[config.mk]
export PLATFORM = sky130hd
export DESIGN_NAME = crtif_core
export DESIGN_NICKNAME = d
export VERILOG_FILES = /design/src/crtif_pkg.sv /design/src/crtif_sync2.sv /design/src/crtif_mem.sv /design/src/crtif_core.sv
export VERILOG_INCLUDE_DIRS = /design/src
export SDC_FILE = /design/constraint.sdc
export NUM_CORES = 2
export LEC_CHECK = 0
export ABC_AREA = 0
export BUFFER_PORTS_ARGS = -buffer_cell sky130_fd_sc_hd__buf_2
export CAP_MARGIN = 15
export CORE_ASPECT_RATIO = 1.4
export CORE_MARGIN = 1
export CORE_UTILIZATION = 55
export DETAILED_ROUTE_END_ITERATION = 8
export MAX_ROUTING_LAYER = met4
export PLACE_DENSITY = 0.81
export SLEW_MARGIN = 0
export SYNTH_ARGS = -nofsm -noshare
export SYNTH_HDL_FRONTEND = slang
export SYNTH_SLANG_ARGS = --single-unit
[constraint.sdc]
create_clock -name CLK_IN -period 10.4 [get_ports CLK_IN]
set_clock_uncertainty 0.15 [all_clocks]
set_input_delay 2.6 -clock CLK_IN [delete_from_list [all_inputs] [get_ports CLK_IN]]
set_output_delay 2.6 -clock CLK_IN [all_outputs]
set_load 0.01 [all_outputs]
[src/crtif_cfg.svh]
// Offsets, field positions, reset values and timing counts of the crate trigger interface
`ifndef CRTIF_CFG_SVH
`define CRTIF_CFG_SVH

// ==========================================================
// Register byte offsets
`define CRTIF_A_CTRL 8'h00
`define CRTIF_A_TXEN 8'h04
`define CRTIF_A_STAT 8'h08
`define CRTIF_A_TIME 8'h0c
`define CRTIF_A_EVHI 8'h10
`define CRTIF_A_EVLO 8'h14
`define CRTIF_A_EVCNT 8'h18

// ==========================================================
// Field positions
`define CRTIF_CTRL_SRCB 0
`define CRTIF_CTRL_GEN 1
`define CRTIF_CTRL_SYNC 2
`define CRTIF_ST_MASTER 0
`define CRTIF_ST_BUSY 1
`define CRTIF_ST_SYNCERR 2
`define CRTIF_ST_PAIRERR 3
`define CRTIF_ST_OVF 4
`define CRTIF_ST_EMPTY 5

// ==========================================================
// Reset values and codes
`define CRTIF_CTRL_RST 2'h0
`define CRTIF_TXEN_RST 8'hff
`define CRTIF_SRC_OSC 2'h0
`define CRTIF_SRC_ECL 2'h1
`define CRTIF_RESP_OK 2'h0
`define CRTIF_RESP_ERR 2'h2

// ==========================================================
// Timing counts
`define CRTIF_WORD_CYC 3'h4
`define CRTIF_SLOT_RX 2'h0
`define CRTIF_SLOT_TX 2'h3
`define CRTIF_STRAP_CYC 2'h2
`define CRTIF_MEM_AW 4
`define CRTIF_NFIBER 8

`endif

[src/crtif_pkg.sv]
// Types shared by the crate trigger interface files
package crtif_pkg;

	// ==========================================================
	// Link word
	typedef enum logic [1:0] {WT_TIME, WT_CTRL, WT_STROBE, WT_CONTENT} crtif_wtype_t;

	typedef struct packed {
		logic [1:0] spare;
		crtif_wtype_t wtype;
		logic [11:0] payload;
	} crtif_word_t;

	// ==========================================================
	// Merged event record
	typedef struct packed {
		logic [31:0] slot_data;
		logic [19:0] event_num;
		logic [11:0] content;
	} crtif_event_t;

	typedef enum {GEN_IDLE, GEN_CONTENT} crtif_gen_state_t;

endpackage

[src/crtif_sync2.sv]
// Two flip-flop synchroniser for pin inputs
`timescale 1ns/1ps
module crtif_sync2 #(parameter int W = 1)
(
	input wire logic clk_in,
	input wire logic rst_n_in,
	input wire logic [W-1:0] d_in,
	output logic [W-1:0] q_out
);

	logic [W-1:0] meta;

	// ==========================================================
	// Stages
	always_ff @(posedge clk_in)
	begin
		if (!rst_n_in)
		begin
			meta <= '0;
			q_out <= '0;
		end
		else
		begin
			meta <= d_in;
			q_out <= meta;
		end
	end

endmodule

[src/crtif_mem.sv]
// Event record memory with registered read port
`timescale 1ns/1ps
`include "crtif_cfg.svh"
module crtif_mem import crtif_pkg::*;
(
	input wire logic clk_in,
	input wire logic we_in,
	input wire logic [`CRTIF_MEM_AW-1:0] waddr_in,
	input wire crtif_event_t wdata_in,
	input wire logic [`CRTIF_MEM_AW-1:0] raddr_in,
	output crtif_event_t rdata_out
);

	crtif_event_t mem [0:(1<<`CRTIF_MEM_AW)-1];

	// ==========================================================
	// Storage
	always_ff @(posedge clk_in)
	begin
		if (we_in)
		begin
			mem[waddr_in] <= wdata_in;
		end
	end

	always_ff @(posedge clk_in)
	begin
		rdata_out <= mem[raddr_in];
	end

endmodule

[src/crtif_core.sv]
// Crate trigger interface core: link decode, master generator, busy return, event merge
//
// Notes on behaviour
// Link brings clock, trigger words, separate sync.
// One trigger word every four clocks.
// Strobe word drives crate trigger to backplane.
// Backplane busy is OR of front-ends.
// Crate busy forwarded upstream over link.
// Returned status is busy only.
// Oscillator or ECL clock source selects master.
// Master takes front-panel trigger, acts supervisor.
// Master transmits words and sync on fibers.
// Master streams loop back into same decoder.
// Supervisor registers act only in master.
// Master drives up to eight fiber outputs.
// Standard mode selects between two fiber sources.
// Switch-slot link runs on system clock.
// Switch-slot data merged per event.
// Merged events readable over register bus.
// Trigger, clock, sync also on P2.
// Fan-out module returns summed P2 busy.
// Idle frames carry supervisor time bits 13:2.
// Strobes and contents paired in arrival order.
// Upstream busy is backplane OR P2 busy.
`timescale 1ns/1ps
`include "crtif_cfg.svh"
module crtif_core import crtif_pkg::*;
(
	input wire logic CLK_IN,
	input wire logic RST_N_IN,
	input wire logic [7:0] S_AXI_AWADDR_IN,
	input wire logic S_AXI_AWVALID_IN,
	output logic S_AXI_AWREADY_OUT,
	input wire logic [31:0] S_AXI_WDATA_IN,
	input wire logic [3:0] S_AXI_WSTRB_IN,
	input wire logic S_AXI_WVALID_IN,
	output logic S_AXI_WREADY_OUT,
	output logic [1:0] S_AXI_BRESP_OUT,
	output logic S_AXI_BVALID_OUT,
	input wire logic S_AXI_BREADY_IN,
	input wire logic [7:0] S_AXI_ARADDR_IN,
	input wire logic S_AXI_ARVALID_IN,
	output logic S_AXI_ARREADY_OUT,
	output logic [31:0] S_AXI_RDATA_OUT,
	output logic [1:0] S_AXI_RRESP_OUT,
	output logic S_AXI_RVALID_OUT,
	input wire logic S_AXI_RREADY_IN,
	input wire logic [1:0] CLK_SRC_IN,
	input wire logic [15:0] FIBER_A_WORD_IN,
	input wire logic [15:0] FIBER_B_WORD_IN,
	input wire logic FIBER_A_SYNC_IN,
	input wire logic FIBER_B_SYNC_IN,
	input wire logic FP_TRIG_IN,
	input wire logic SD_BUSY_IN,
	input wire logic P2_BUSY_IN,
	input wire logic SS_VALID_IN,
	input wire logic [31:0] SS_DATA_IN,
	output logic SD_TRIG_OUT,
	output logic SD_SYNC_OUT,
	output logic P2_TRIG_OUT,
	output logic P2_SYNC_OUT,
	output logic P2_CLK_OUT,
	output logic UP_BUSY_OUT,
	output logic [15:0] FIBER_TX_WORD_OUT,
	output logic FIBER_TX_SYNC_OUT,
	output logic [`CRTIF_NFIBER-1:0] FIBER_TX_EN_OUT,
	output logic MASTER_MODE_OUT
);

	// ==========================================================
	// Pin synchronisers
	logic [71:0] pin_raw;
	logic [71:0] pin_s;
	logic [1:0] src_s;
	logic [15:0] fa_word;
	logic [15:0] fb_word;
	logic fa_sync, fb_sync, fp_trig, sd_busy, p2_busy, ss_valid;
	logic [31:0] ss_data;

	assign pin_raw = {CLK_SRC_IN, FIBER_A_WORD_IN, FIBER_B_WORD_IN, FIBER_A_SYNC_IN,
		FIBER_B_SYNC_IN, FP_TRIG_IN, SD_BUSY_IN, P2_BUSY_IN, SS_VALID_IN, SS_DATA_IN};

	crtif_sync2 #(.W(72)) u_sync
	(
		.clk_in(CLK_IN),
		.rst_n_in(RST_N_IN),
		.d_in(pin_raw),
		.q_out(pin_s)
	);

	assign src_s = pin_s[71:70];
	assign fa_word = pin_s[69:54];
	assign fb_word = pin_s[53:38];
	assign fa_sync = pin_s[37];
	assign fb_sync = pin_s[36];
	assign fp_trig = pin_s[35];
	assign sd_busy = pin_s[34];
	assign p2_busy = pin_s[33];
	assign ss_valid = pin_s[32];
	assign ss_data = pin_s[31:0];

	// ==========================================================
	// Control state
	logic [1:0] strap_cnt;
	logic src_b, gen_en, sync_req;
	logic [`CRTIF_NFIBER-1:0] tx_en;
	logic [13:0] time_cnt;
	logic sync_prev, fp_prev, strobe_req;
	logic sync_err, pair_err, ovf;
	logic [3:0] pend_cnt;
	logic [19:0] event_num;
	logic [31:0] ss_word;
	logic [`CRTIF_MEM_AW:0] wr_ptr, rd_ptr;
	crtif_gen_state_t gen_state;
	crtif_word_t rx_word;
	crtif_event_t ev_wdata, ev_rdata;
	logic sync_sel, sync_rise, rx_slot, ev_pair, ev_we, mem_full, mem_empty, pop;
	logic [7:0] aw_addr;
	logic [31:0] w_data;
	logic w_lane0, aw_got, w_got, wr_do, rd_do;
	logic [31:0] rd_val;
	logic rd_ok;

	// Strap is only trusted once the synchroniser has filled
	always_ff @(posedge CLK_IN)
	begin
		if (!RST_N_IN)
		begin
			strap_cnt <= 2'h0;
			MASTER_MODE_OUT <= 1'b0;
		end
		else if (strap_cnt != 2'h3)
		begin
			strap_cnt <= strap_cnt + 2'h1;
			if (strap_cnt == `CRTIF_STRAP_CYC)
			begin
				MASTER_MODE_OUT <= (src_s == `CRTIF_SRC_OSC) || (src_s == `CRTIF_SRC_ECL);
			end
		end
	end

	// ==========================================================
	// Frame timing and sync
	assign sync_sel = MASTER_MODE_OUT ? FIBER_TX_SYNC_OUT : (src_b ? fb_sync : fa_sync);
	assign sync_rise = sync_sel && !sync_prev;
	assign rx_slot = (time_cnt[1:0] == `CRTIF_SLOT_RX);

	always_ff @(posedge CLK_IN)
	begin
		if (!RST_N_IN)
		begin
			sync_prev <= 1'b0;
			time_cnt <= 14'h0;
		end
		else
		begin
			sync_prev <= sync_sel;
			time_cnt <= sync_rise ? 14'h0 : time_cnt + 14'h1;
		end
	end

	always_ff @(posedge CLK_IN)
	begin
		if (!RST_N_IN)
		begin
			SD_SYNC_OUT <= 1'b0;
			P2_SYNC_OUT <= 1'b0;
			P2_CLK_OUT <= 1'b0;
		end
		else
		begin
			SD_SYNC_OUT <= sync_rise;
			P2_SYNC_OUT <= sync_rise;
			P2_CLK_OUT <= ~P2_CLK_OUT;
		end
	end

	// ==========================================================
	// Busy return
	always_ff @(posedge CLK_IN)
	begin
		if (!RST_N_IN)
		begin
			UP_BUSY_OUT <= 1'b0;
		end
		else
		begin
			UP_BUSY_OUT <= sd_busy | p2_busy;
		end
	end

	// ==========================================================
	// Master generator
	always_ff @(posedge CLK_IN)
	begin
		if (!RST_N_IN)
		begin
			fp_prev <= 1'b0;
			strobe_req <= 1'b0;
			gen_state <= GEN_IDLE;
			FIBER_TX_WORD_OUT <= 16'h0;
			FIBER_TX_SYNC_OUT <= 1'b0;
		end
		else
		begin
			fp_prev <= fp_trig;
			FIBER_TX_SYNC_OUT <= 1'b0;
			if (MASTER_MODE_OUT && time_cnt[1:0] == `CRTIF_SLOT_TX)
			begin
				FIBER_TX_SYNC_OUT <= sync_req;
				case (gen_state)
					GEN_CONTENT:
					begin
						FIBER_TX_WORD_OUT <= {2'h0, WT_CONTENT, event_num[11:0]};
						gen_state <= GEN_IDLE;
					end
					default:
					begin
						// Busy holds the request back instead of dropping it
						if (strobe_req && gen_en && !UP_BUSY_OUT)
						begin
							FIBER_TX_WORD_OUT <= {2'h0, WT_STROBE, event_num[11:0]};
							gen_state <= GEN_CONTENT;
						end
						else
						begin
							FIBER_TX_WORD_OUT <= {2'h0, WT_TIME, time_cnt[13:2] + 12'h1};
						end
					end
				endcase
			end
			if (fp_trig && !fp_prev && MASTER_MODE_OUT)
			begin
				strobe_req <= 1'b1;
			end
			else if (time_cnt[1:0] == `CRTIF_SLOT_TX && gen_state == GEN_IDLE && gen_en
				&& !UP_BUSY_OUT)
			begin
				strobe_req <= 1'b0;
			end
		end
	end

	always_ff @(posedge CLK_IN)
	begin
		if (!RST_N_IN)
		begin
			FIBER_TX_EN_OUT <= '0;
		end
		else
		begin
			FIBER_TX_EN_OUT <= MASTER_MODE_OUT ? tx_en : '0;
		end
	end

	// ==========================================================
	// Word decode and pairing
	assign rx_word = MASTER_MODE_OUT ? crtif_word_t'(FIBER_TX_WORD_OUT)
		: crtif_word_t'(src_b ? fb_word : fa_word);
	assign ev_pair = rx_slot && rx_word.wtype == WT_CONTENT && pend_cnt != 4'h0;
	assign ev_we = ev_pair && !mem_full;

	always_ff @(posedge CLK_IN)
	begin
		if (!RST_N_IN)
		begin
			SD_TRIG_OUT <= 1'b0;
			P2_TRIG_OUT <= 1'b0;
			pend_cnt <= 4'h0;
		end
		else
		begin
			SD_TRIG_OUT <= rx_slot && rx_word.wtype == WT_STROBE;
			P2_TRIG_OUT <= rx_slot && rx_word.wtype == WT_STROBE;
			if (rx_slot && rx_word.wtype == WT_STROBE && pend_cnt != 4'hf)
			begin
				pend_cnt <= pend_cnt + 4'h1;
			end
			else if (ev_pair)
			begin
				pend_cnt <= pend_cnt - 4'h1;
			end
		end
	end

	// Error flags: a new event wins over a software clear
	always_ff @(posedge CLK_IN)
	begin
		if (!RST_N_IN)
		begin
			sync_err <= 1'b0;
			pair_err <= 1'b0;
			ovf <= 1'b0;
		end
		else
		begin
			if (rx_slot && rx_word.wtype == WT_TIME && rx_word.payload != time_cnt[13:2])
				sync_err <= 1'b1;
			else if (wr_do && aw_addr == `CRTIF_A_STAT && w_lane0 && w_data[`CRTIF_ST_SYNCERR])
				sync_err <= 1'b0;
			if (rx_slot && ((rx_word.wtype == WT_CONTENT && pend_cnt == 4'h0)
				|| (rx_word.wtype == WT_STROBE && pend_cnt == 4'hf)))
				pair_err <= 1'b1;
			else if (wr_do && aw_addr == `CRTIF_A_STAT && w_lane0 && w_data[`CRTIF_ST_PAIRERR])
				pair_err <= 1'b0;
			if (ev_pair && mem_full)
				ovf <= 1'b1;
			else if (wr_do && aw_addr == `CRTIF_A_STAT && w_lane0 && w_data[`CRTIF_ST_OVF])
				ovf <= 1'b0;
		end
	end

	// ==========================================================
	// Event merge
	assign mem_full = (wr_ptr[`CRTIF_MEM_AW] != rd_ptr[`CRTIF_MEM_AW])
		&& (wr_ptr[`CRTIF_MEM_AW-1:0] == rd_ptr[`CRTIF_MEM_AW-1:0]);
	assign mem_empty = (wr_ptr == rd_ptr);
	assign pop = rd_do && S_AXI_ARADDR_IN == `CRTIF_A_EVLO && !mem_empty;
	assign ev_wdata = '{slot_data: ss_word, event_num: event_num, content: rx_word.payload};

	always_ff @(posedge CLK_IN)
	begin
		if (!RST_N_IN)
		begin
			ss_word <= 32'h0;
			event_num <= 20'h0;
			wr_ptr <= '0;
			rd_ptr <= '0;
		end
		else
		begin
			if (ev_pair)
			begin
				ss_word <= 32'h0;
				event_num <= event_num + 20'h1;
			end
			else if (ss_valid)
			begin
				ss_word <= ss_data;
			end
			if (ev_we)
				wr_ptr <= wr_ptr + 1'b1;
			if (pop)
				rd_ptr <= rd_ptr + 1'b1;
		end
	end

	crtif_mem u_mem
	(
		.clk_in(CLK_IN),
		.we_in(ev_we),
		.waddr_in(wr_ptr[`CRTIF_MEM_AW-1:0]),
		.wdata_in(ev_wdata),
		.raddr_in(rd_ptr[`CRTIF_MEM_AW-1:0]),
		.rdata_out(ev_rdata)
	);

	// ==========================================================
	// Register bus write side
	assign wr_do = aw_got && w_got && !S_AXI_BVALID_OUT;

	always_ff @(posedge CLK_IN)
	begin
		if (!RST_N_IN)
		begin
			S_AXI_AWREADY_OUT <= 1'b1;
			S_AXI_WREADY_OUT <= 1'b1;
			aw_got <= 1'b0;
			w_got <= 1'b0;
			aw_addr <= 8'h0;
			w_data <= 32'h0;
			w_lane0 <= 1'b0;
			S_AXI_BVALID_OUT <= 1'b0;
			S_AXI_BRESP_OUT <= `CRTIF_RESP_OK;
		end
		else
		begin
			if (S_AXI_AWVALID_IN && S_AXI_AWREADY_OUT)
			begin
				aw_addr <= S_AXI_AWADDR_IN;
				aw_got <= 1'b1;
				S_AXI_AWREADY_OUT <= 1'b0;
			end
			if (S_AXI_WVALID_IN && S_AXI_WREADY_OUT)
			begin
				w_data <= S_AXI_WSTRB_IN[0] ? S_AXI_WDATA_IN : 32'h0;
				// Strobe kept with the data, the master may drop it once taken
				w_lane0 <= S_AXI_WSTRB_IN[0];
				w_got <= 1'b1;
				S_AXI_WREADY_OUT <= 1'b0;
			end
			if (wr_do)
			begin
				aw_got <= 1'b0;
				w_got <= 1'b0;
				S_AXI_BVALID_OUT <= 1'b1;
				S_AXI_BRESP_OUT <= (aw_addr <= `CRTIF_A_EVCNT && aw_addr[1:0] == 2'h0)
					? `CRTIF_RESP_OK : `CRTIF_RESP_ERR;
			end
			if (S_AXI_BVALID_OUT && S_AXI_BREADY_IN)
			begin
				S_AXI_BVALID_OUT <= 1'b0;
				S_AXI_AWREADY_OUT <= 1'b1;
				S_AXI_WREADY_OUT <= 1'b1;
			end
		end
	end

	always_ff @(posedge CLK_IN)
	begin
		if (!RST_N_IN)
		begin
			{gen_en, src_b} <= `CRTIF_CTRL_RST;
			tx_en <= `CRTIF_TXEN_RST;
			sync_req <= 1'b0;
		end
		else
		begin
			if (wr_do && aw_addr == `CRTIF_A_CTRL)
			begin
				src_b <= w_data[`CRTIF_CTRL_SRCB];
				gen_en <= w_data[`CRTIF_CTRL_GEN];
			end
			if (wr_do && aw_addr == `CRTIF_A_TXEN)
				tx_en <= w_data[`CRTIF_NFIBER-1:0];
			if (wr_do && aw_addr == `CRTIF_A_CTRL && w_data[`CRTIF_CTRL_SYNC])
				sync_req <= 1'b1;
			else if (time_cnt[1:0] == `CRTIF_SLOT_TX)
				sync_req <= 1'b0;
		end
	end

	// ==========================================================
	// Register bus read side
	always_comb
	begin
		rd_ok = 1'b1;
		rd_val = 32'h0;
		case (S_AXI_ARADDR_IN)
			`CRTIF_A_CTRL: rd_val = {30'h0, gen_en, src_b};
			`CRTIF_A_TXEN: rd_val = {24'h0, tx_en};
			`CRTIF_A_STAT: rd_val = {20'h0, pend_cnt, 2'h0, mem_empty, ovf, pair_err, sync_err,
				UP_BUSY_OUT, MASTER_MODE_OUT};
			`CRTIF_A_TIME: rd_val = {18'h0, time_cnt};
			`CRTIF_A_EVHI: rd_val = ev_rdata[63:32];
			`CRTIF_A_EVLO: rd_val = ev_rdata[31:0];
			`CRTIF_A_EVCNT: rd_val = {27'h0, wr_ptr - rd_ptr};
			default: rd_ok = 1'b0;
		endcase
	end

	assign rd_do = S_AXI_ARVALID_IN && S_AXI_ARREADY_OUT;

	always_ff @(posedge CLK_IN)
	begin
		if (!RST_N_IN)
		begin
			S_AXI_ARREADY_OUT <= 1'b1;
			S_AXI_RVALID_OUT <= 1'b0;
			S_AXI_RDATA_OUT <= 32'h0;
			S_AXI_RRESP_OUT <= `CRTIF_RESP_OK;
		end
		else if (rd_do)
		begin
			S_AXI_ARREADY_OUT <= 1'b0;
			S_AXI_RVALID_OUT <= 1'b1;
			S_AXI_RDATA_OUT <= rd_val;
			S_AXI_RRESP_OUT <= rd_ok ? `CRTIF_RESP_OK : `CRTIF_RESP_ERR;
		end
		else if (S_AXI_RVALID_OUT && S_AXI_RREADY_IN)
		begin
			S_AXI_RVALID_OUT <= 1'b0;
			S_AXI_ARREADY_OUT <= 1'b1;
		end
	end

endmodule

# Word level (Yosys, flattened, before mapping)
# Memories as Yosys holds them, arrays and structs flattened. A register that Yosys moved wholly into a read port is not among the register bits.
# Cells that the tools add are included.
totals:
  regBits: 363
  wordCells: 180
  latchBits: 0
  mem_bits_ro: 0
  n_memories: 1
  ramBits: 1024
op_classes:
  n_eq_ne: 21
  reduce_logical: 73
  mul: 0
  n_addsub: 9
  bitwise: 3
  shift: 0
  mux: 31
  div: 0
  order_cmp: 1
memory_table:
  columns: ["name", "words", "word_bits", "read_ports", "rd_clocked_by_memory_dff", "wr", "line", "rtl"]
  rows:
  - ["u_mem.mem", 16, 64, 1, 1, 1, "crtif_mem.sv:14", "crtif_event_t mem [0:(1<<`CRTIF_MEM_AW)-1];"]
ops:
  columns: ["op", "n"]
  rows:
  - ["one-hot mux 32 bit (7 select lines)", 1]
  - ["two-way mux 32 bit", 2]
  - ["two-way mux 14 bit", 4]
  - ["logical AND 1 bit", 39]
  - ["equality test 32 x 1 -> 1 bit, second input constant", 1]
  - ["logical NOT 32 bit", 1]
  - ["equality test 8 x 4 -> 1 bit, second input constant", 3]
  - ["equality test 8 x 5 -> 1 bit, second input constant", 3]
  - ["adder 20 x 1 -> 20 bit, second input constant", 1]
  - ["two-way mux 1 bit", 19]
  - ["equality test 8 x 3 -> 1 bit, second input constant", 2]
  - ["logical NOT 8 bit", 2]
  - ["nonzero test 2 bit", 8]
  - ["adder 14 x 1 -> 14 bit, second input constant", 1]
  - ["adder 12 x 1 -> 12 bit, second input constant", 1]
  - ["inequality test 12 bit", 1]
  - ["adder 5 x 1 -> 5 bit, second input constant", 2]
  - ["equality test 2 bit, second input constant", 4]
  - ["<= comparator 8 x 5 -> 1 bit, second input constant", 1]
  - ["logical NOT 2 bit", 4]
  - ["two-way mux 4 bit", 2]
  - ["two-way mux 8 bit", 1]
  - ["AND reduction 2 bit", 4]
  - ["OR reduction 2 bit", 4]
  - ["19 further kinds", 27]

# Longest topological paths before layout
depth:
  depth_word: 8
  mapped_depth: 12
  ltp_nobuf: 10

# By module
# Synthesis repeated with hierarchy kept, for this count alone.
unflattened:
  cells_unflattened: 2917
  hier_area_um2: 52225.1
by_module_without_submodules:
  columns: ["module", "seq_area_each_um2", "n_inst", "area_each_um2", "cells_each"]
  rows:
  - ["crtif_mem", 32030.7, 1, 39581.7, 1647]
  - ["crtif_core", 3723.6, 1, 8740.9, 967]
  - ["crtif_sync2", 2882.8, 1, 3902.5, 303]

# Least setup slack after synthesis
# OpenSTA, ideal clock, no wires.
synth_timing:
  kind: "register -> register"
  start: "register rd_ptr[2]"
  end: "memory u_mem.mem[15][0] (netlist name) (enable)"
  arrival_ns: 7.891
  slack_ns: 1.708
  path_buffers: 3
  path_stages_with_launch: 9
  setup_ns: 0.650
  cell_sequence: "dfxtp_1 clkbuf_1 clkbuf_1 inv_1 clkbuf_1 ha_1 nand4_1 nor2_1 nor4_1"
synth_via:
  elab_chain_cells: 6
synth_rtl:
  columns: ["element", "line", "rtl"]
  rows:
  - ["from (decl)", "crtif_core.sv:113", "logic [`CRTIF_MEM_AW:0] wr_ptr, rd_ptr;"]
  - ["from (signal assigned)", "crtif_core.sv:344", "rd_ptr <= rd_ptr + 1'b1;"]
  - ["equality test 4 bit", "crtif_core.sv:316", "&& (wr_ptr[`CRTIF_MEM_AW-1:0] == rd_ptr[`CRTIF_MEM_AW-1:0]);"]
  - ["logical AND 1 bit", "crtif_core.sv:315", "assign mem_full = (wr_ptr[`CRTIF_MEM_AW] != rd_ptr[`CRTIF_MEM_AW])"]
  - ["logical NOT 1 bit", "crtif_core.sv:261", "assign ev_we = ev_pair && !mem_full;"]
  - ["logical AND 1 bit", "crtif_core.sv:261", null]
  - ["two-way mux 1 bit", "crtif_mem.sv:20", "if (we_in)"]
  - ["two-way mux 1 bit (implied by the code)", "crtif_mem.sv:22", "mem[waddr_in] <= wdata_in;"]
  - ["to (decl)", "crtif_mem.sv:14", null]
# No other way between the ends.

# Worst setup path in the final report
layout_timing:
  start: "register rd_ptr[1]"
  end: "memory u_mem.mem[1][35] (netlist name) (enable)"
# The elaborated chain is that of the path after synthesis.

==> results.json <==
{
  "fp.dieArea_um2": 96700,
  "synth-simple-area-share_pct": 7.97,
  "drt_pre_antenna_iters": 6,
  "die_h_um": 368,
  "grt_setup_unrepaired": "false",
  "cell_by_cell_trace_of_the_critical_path": "inv_2, ha_1, nand4_1, nor2_1, nor3_2, and3_4, buf_4",
  "tritoncts_clock_tree": "done",
  "count_of_final_max_slew_check_failures": 0,
  "crit_slowest_cell": "sky130_fd_sc_hd__buf_4",
  "die_w_um": 263,
  "clock_sink_count": 1408,
  "syn2layout_area_growth_pct": 12.0,
  "drt_first_iter_violations": 3437,
  "globalRoute.totalOverflow": 0,
  "yosysTopAreaCell": "sky130_fd_sc_hd__edfxtp_1",
  "synth-compound-area-share_pct": 2.95,
  "max_freq_ghz": 0.192,
  "standard_cell_core_area_um2": 94200,
  "synthFlopType": "sky130_fd_sc_hd__edfxtp_1",
  "smallest_setup_slack_after_layout_ns": 5.18,
  "slowest_delay_ns": 0.93,
  "setup_viol": 0,
  "met2_capacity_usage_during_global_routing_pct": 44.2,
  "synth.lib_cells_used.distinct": 70,
  "multi_input_comb_area_um2": 13300,
  "sequentialPowerShare_pct": 55.1,
  "synth_commonest_cells": "sky130_fd_sc_hd__edfxtp_1, sky130_fd_sc_hd__dfxtp_1, sky130_fd_sc_hd__nand2_1, sky130_fd_sc_hd__mux4_2, sky130_fd_sc_hd__and2_1",
  "total_leakage_power_nw": 19.8,
  "timing.rr.end": "u_mem.mem[1][35]$_DFFE_PP_",
  "io_pins": 204,
  "gr-usage-all-layers_pct": 27.5,
  "postCtsResizedCells": 0,
  "synth-adder-area-share_pct": 0.481,
  "n_fill_cell": 6329,
  "synth_area_um2": 52500,
  "port-buffer-count": 167,
  "timing.final.hold_violations": 0,
  "share_clk_of_total_power_pct": 42.8,
  "hpwl_um": 68300,
  "gp_routability_congestion": 0.925,
  "finalNonFillerCells": 4632,
  "post_place_worst_slack_ns": 5.04,
  "cp_data_arrival_time_ns": 5.38,
  "grt_first_pass_wirelength_um": 189000,
  "p_sw_mw": 2.20,
  "htree_levels": 3,
  "dominant_combinational_cell_family_by_area_after_synthesis": "multiplexers",
  "synthArstFlopShare_pct": 0,
  "synthXorXnorAreaFrac_pct": 0.951,
  "share_comb_of_total_power_pct": 2.0,
  "yosys_warnings": 0,
  "clk_transition_reported_paths_ns": 0.06,
  "r2r-start": "rd_ptr[1]$_SDFFE_PN0P_",
  "cts_max_path_buffers": 3,
  "worst_slew_margin_rel_pct": 18.3,
  "first_global_vias": 29400,
  "status": "finished, final reports clean",
  "num_vias": 29400,
  "antenna_found_initial": 2,
  "post_cts_buffers": 0,
  "finalWorstPathRequiredPeriod_ns": 5.22,
  "path_class": "flip-flop to flip-flop",
  "crit_path_start": "rd_ptr[1]$_SDFFE_PN0P_",
  "worstMarginPinSlew_ns": 1.23,
  "post-route-period-util_pct": 50.2,
  "crit_path_end": "u_mem.mem[1][35]$_DFFE_PP_",
  "final-seq-area_um2": 38500,
  "totalPowerFinal_mw": 11.0,
  "num_antenna_cells": 0,
  "ys_seq_area_share_pct": 73.2,
  "synthMuxAreaShare_pct": 12.7,
  "setup-tns-final_ns": 0,
  "initial_core_utilization_pct": 55.8,
  "ff2ff_path_depth": 7,
  "timing.hold.ws_ns": 0.262,
  "largest_net_degree_at_the_start_of_global_routing": 149,
  "cts_hold_repair.buffers": 0,
  "p_int_mw": 8.77,
  "holdCritPathClass": "flip-flop to flip-flop",
  "detail_route.drc_violations": 0,
  "syn-instance-count": 3153,
  "route.detailed.vias_per_inst": 6.35,
  "synth-edff-count": 1024,
  "avgSynthCellArea_um2": 16.7,
  "antenna_left": 0,
  "route.final.wire_length_um": 129000,
  "power.switching_fraction_pct": 20.1,
  "clkLatencyLatePin_ns": 0.72,
  "yosysTopAreaCellShare_pct": 58.6,
  "cap_violations": 0,
  "crit_fanout": 49,
  "drive_gt1_share_pct": 21.2,
  "power-per-cell-area_nw_per_um2": 187,
  "synth.most_common_cell": "sky130_fd_sc_hd__edfxtp_1",
  "grt_util_met3_pct": 4.50,
  "ys_ff_latch": 1408,
  "worst-endpoint-required_ns": 10.56,
  "worstSetupStartpointType": "flip-flop",
  "place_inst": 4402,
  "r2r_slack_ns": 5.18,
  "nNetsFinal": 3461,
  "tritoncts.num_buffers": 120,
  "route.detailed.wl_per_inst_um": 27.8,
  "cts_root_buf": "sky130_fd_sc_hd__clkbuf_16",
  "synth_top_cells_by_area": "sky130_fd_sc_hd__edfxtp_1, sky130_fd_sc_hd__dfxtp_1, sky130_fd_sc_hd__mux4_2",
  "worst_setup_path_end_kind": "flip-flop",
  "placementRows": 133,
  "most_used_routing_layer_in_global_routing": "met2",
  "peakVddDrop_mv": 0.140,
  "met1_usage_pct": 34.3
}
registers in the layout, summed over array words and instances (netlist names), 5 cells and up:
register           flops
u_mem.mem           1024
u_sync.meta           67
u_sync.q_out          67
u_mem.rdata_out       64
S_AXI_RDATA_OUT       32
ss_word               32
event_num             20
FIBER_TX_WORD_OUT     14
time_cnt              14
FIBER_TX_EN_OUT        8
aw_addr                8
tx_en                  8
w_data                 8
rd_ptr                 5
wr_ptr                 5
power groups by stage:
stage	clock [mW]	combinational, mW	sequential [mW]
after floorplan	0	0.139	6.16
after global placement	0	0.213	6.17
after detailed placement	0	0.217	6.17
after CTS	4.74	0.221	6.05
after global routing	4.94	0.243	6.05
final	4.70	0.223	6.05
how the worst min path moves through the flow:
stage	startpoint	endpoint	slack [ns]	depth (start not counted)
floorplan	u_sync.q_out[71]$_SDFF_PN0_	MASTER_MODE_OUT$_SDFFE_PN0P_	0.24	1
global placement	P2_CLK_OUT$_SDFF_PN0_	P2_CLK_OUT$_SDFF_PN0_	0.24	1
detailed placement	P2_CLK_OUT$_SDFF_PN0_	P2_CLK_OUT$_SDFF_PN0_	0.25	1
CTS	P2_CLK_OUT$_SDFF_PN0_	P2_CLK_OUT$_SDFF_PN0_	0.26	1
global route	P2_CLK_OUT$_SDFF_PN0_	P2_CLK_OUT$_SDFF_PN0_	0.27	1
finish	P2_CLK_OUT$_SDFF_PN0_	P2_CLK_OUT$_SDFF_PN0_	0.26	1
critical path: cells and delay by family, from the launching register on:
family	cells	cell delay, ns
fa+ha+maj	1	0.48
buf+inv	2	1.49
flops	1	0.84
simple gates	4	1.76
stage by stage:
| stage | area, um^2 | util, % |
|---|---|---|
| floorplan | 52500 | - |
| global placement | 54600 | 57.9 |
| detailed placement | 54600 | 58.0 |
| CTS | 58800 | 62.4 |
| global route | 58800 | 62.4 |
| finish | 58800 | 62.4 |
per-layer routing:
metal,wire length (um),vias to the layer above,share of wire (%)
li1,-,12300,-
met1,46400,14800,36
met2,63200,1932,49
met3,13200,381,10
met4,6140,0,4.8
met5,0,-,0
cell type report:
| type | instances | share of cell area (%) |
|---|---|---|
| sequential | 1408 | 65.4 |
| multi-input combinational | 1534 | 22.6 |
| clock buffer | 161 | 5.77 |
| tap | 1215 | 2.59 |
| timing repair buffer | 221 | 2.16 |
| clock inverter | 67 | 1.36 |
| inverter | 26 | 0.168 |
cells in the final DEF (no fill, tap or decap), drive strengths merged, types with 15 or more instances in the layout:
cell / instances
o21ai: 33
xnor2: 35
a31oi: 69
mux2i: 81
and3: 95
xor2: 22
nor3: 20
ha: 17
nand2: 376
nor4: 18
mux4: 257
bufinv: 15
nand3: 40
clkinv: 39
inv: 28
dfxtp: 384
a21oi: 74
nor2: 109
clkbuf: 161
edfxtp: 1024
buf: 221
and2: 142
a22oi: 20
logic make-up after synthesis:
family	Yosys count
multiplexers	344
AO/OA/AOI/OAI	250
flip-flops	1408
AND/OR/NAND/NOR	860
adder cells (fa/ha/maj)	19
other	1
XOR/XNOR	57
buffers and inverters	214
(Power assumes the default switching activity.)
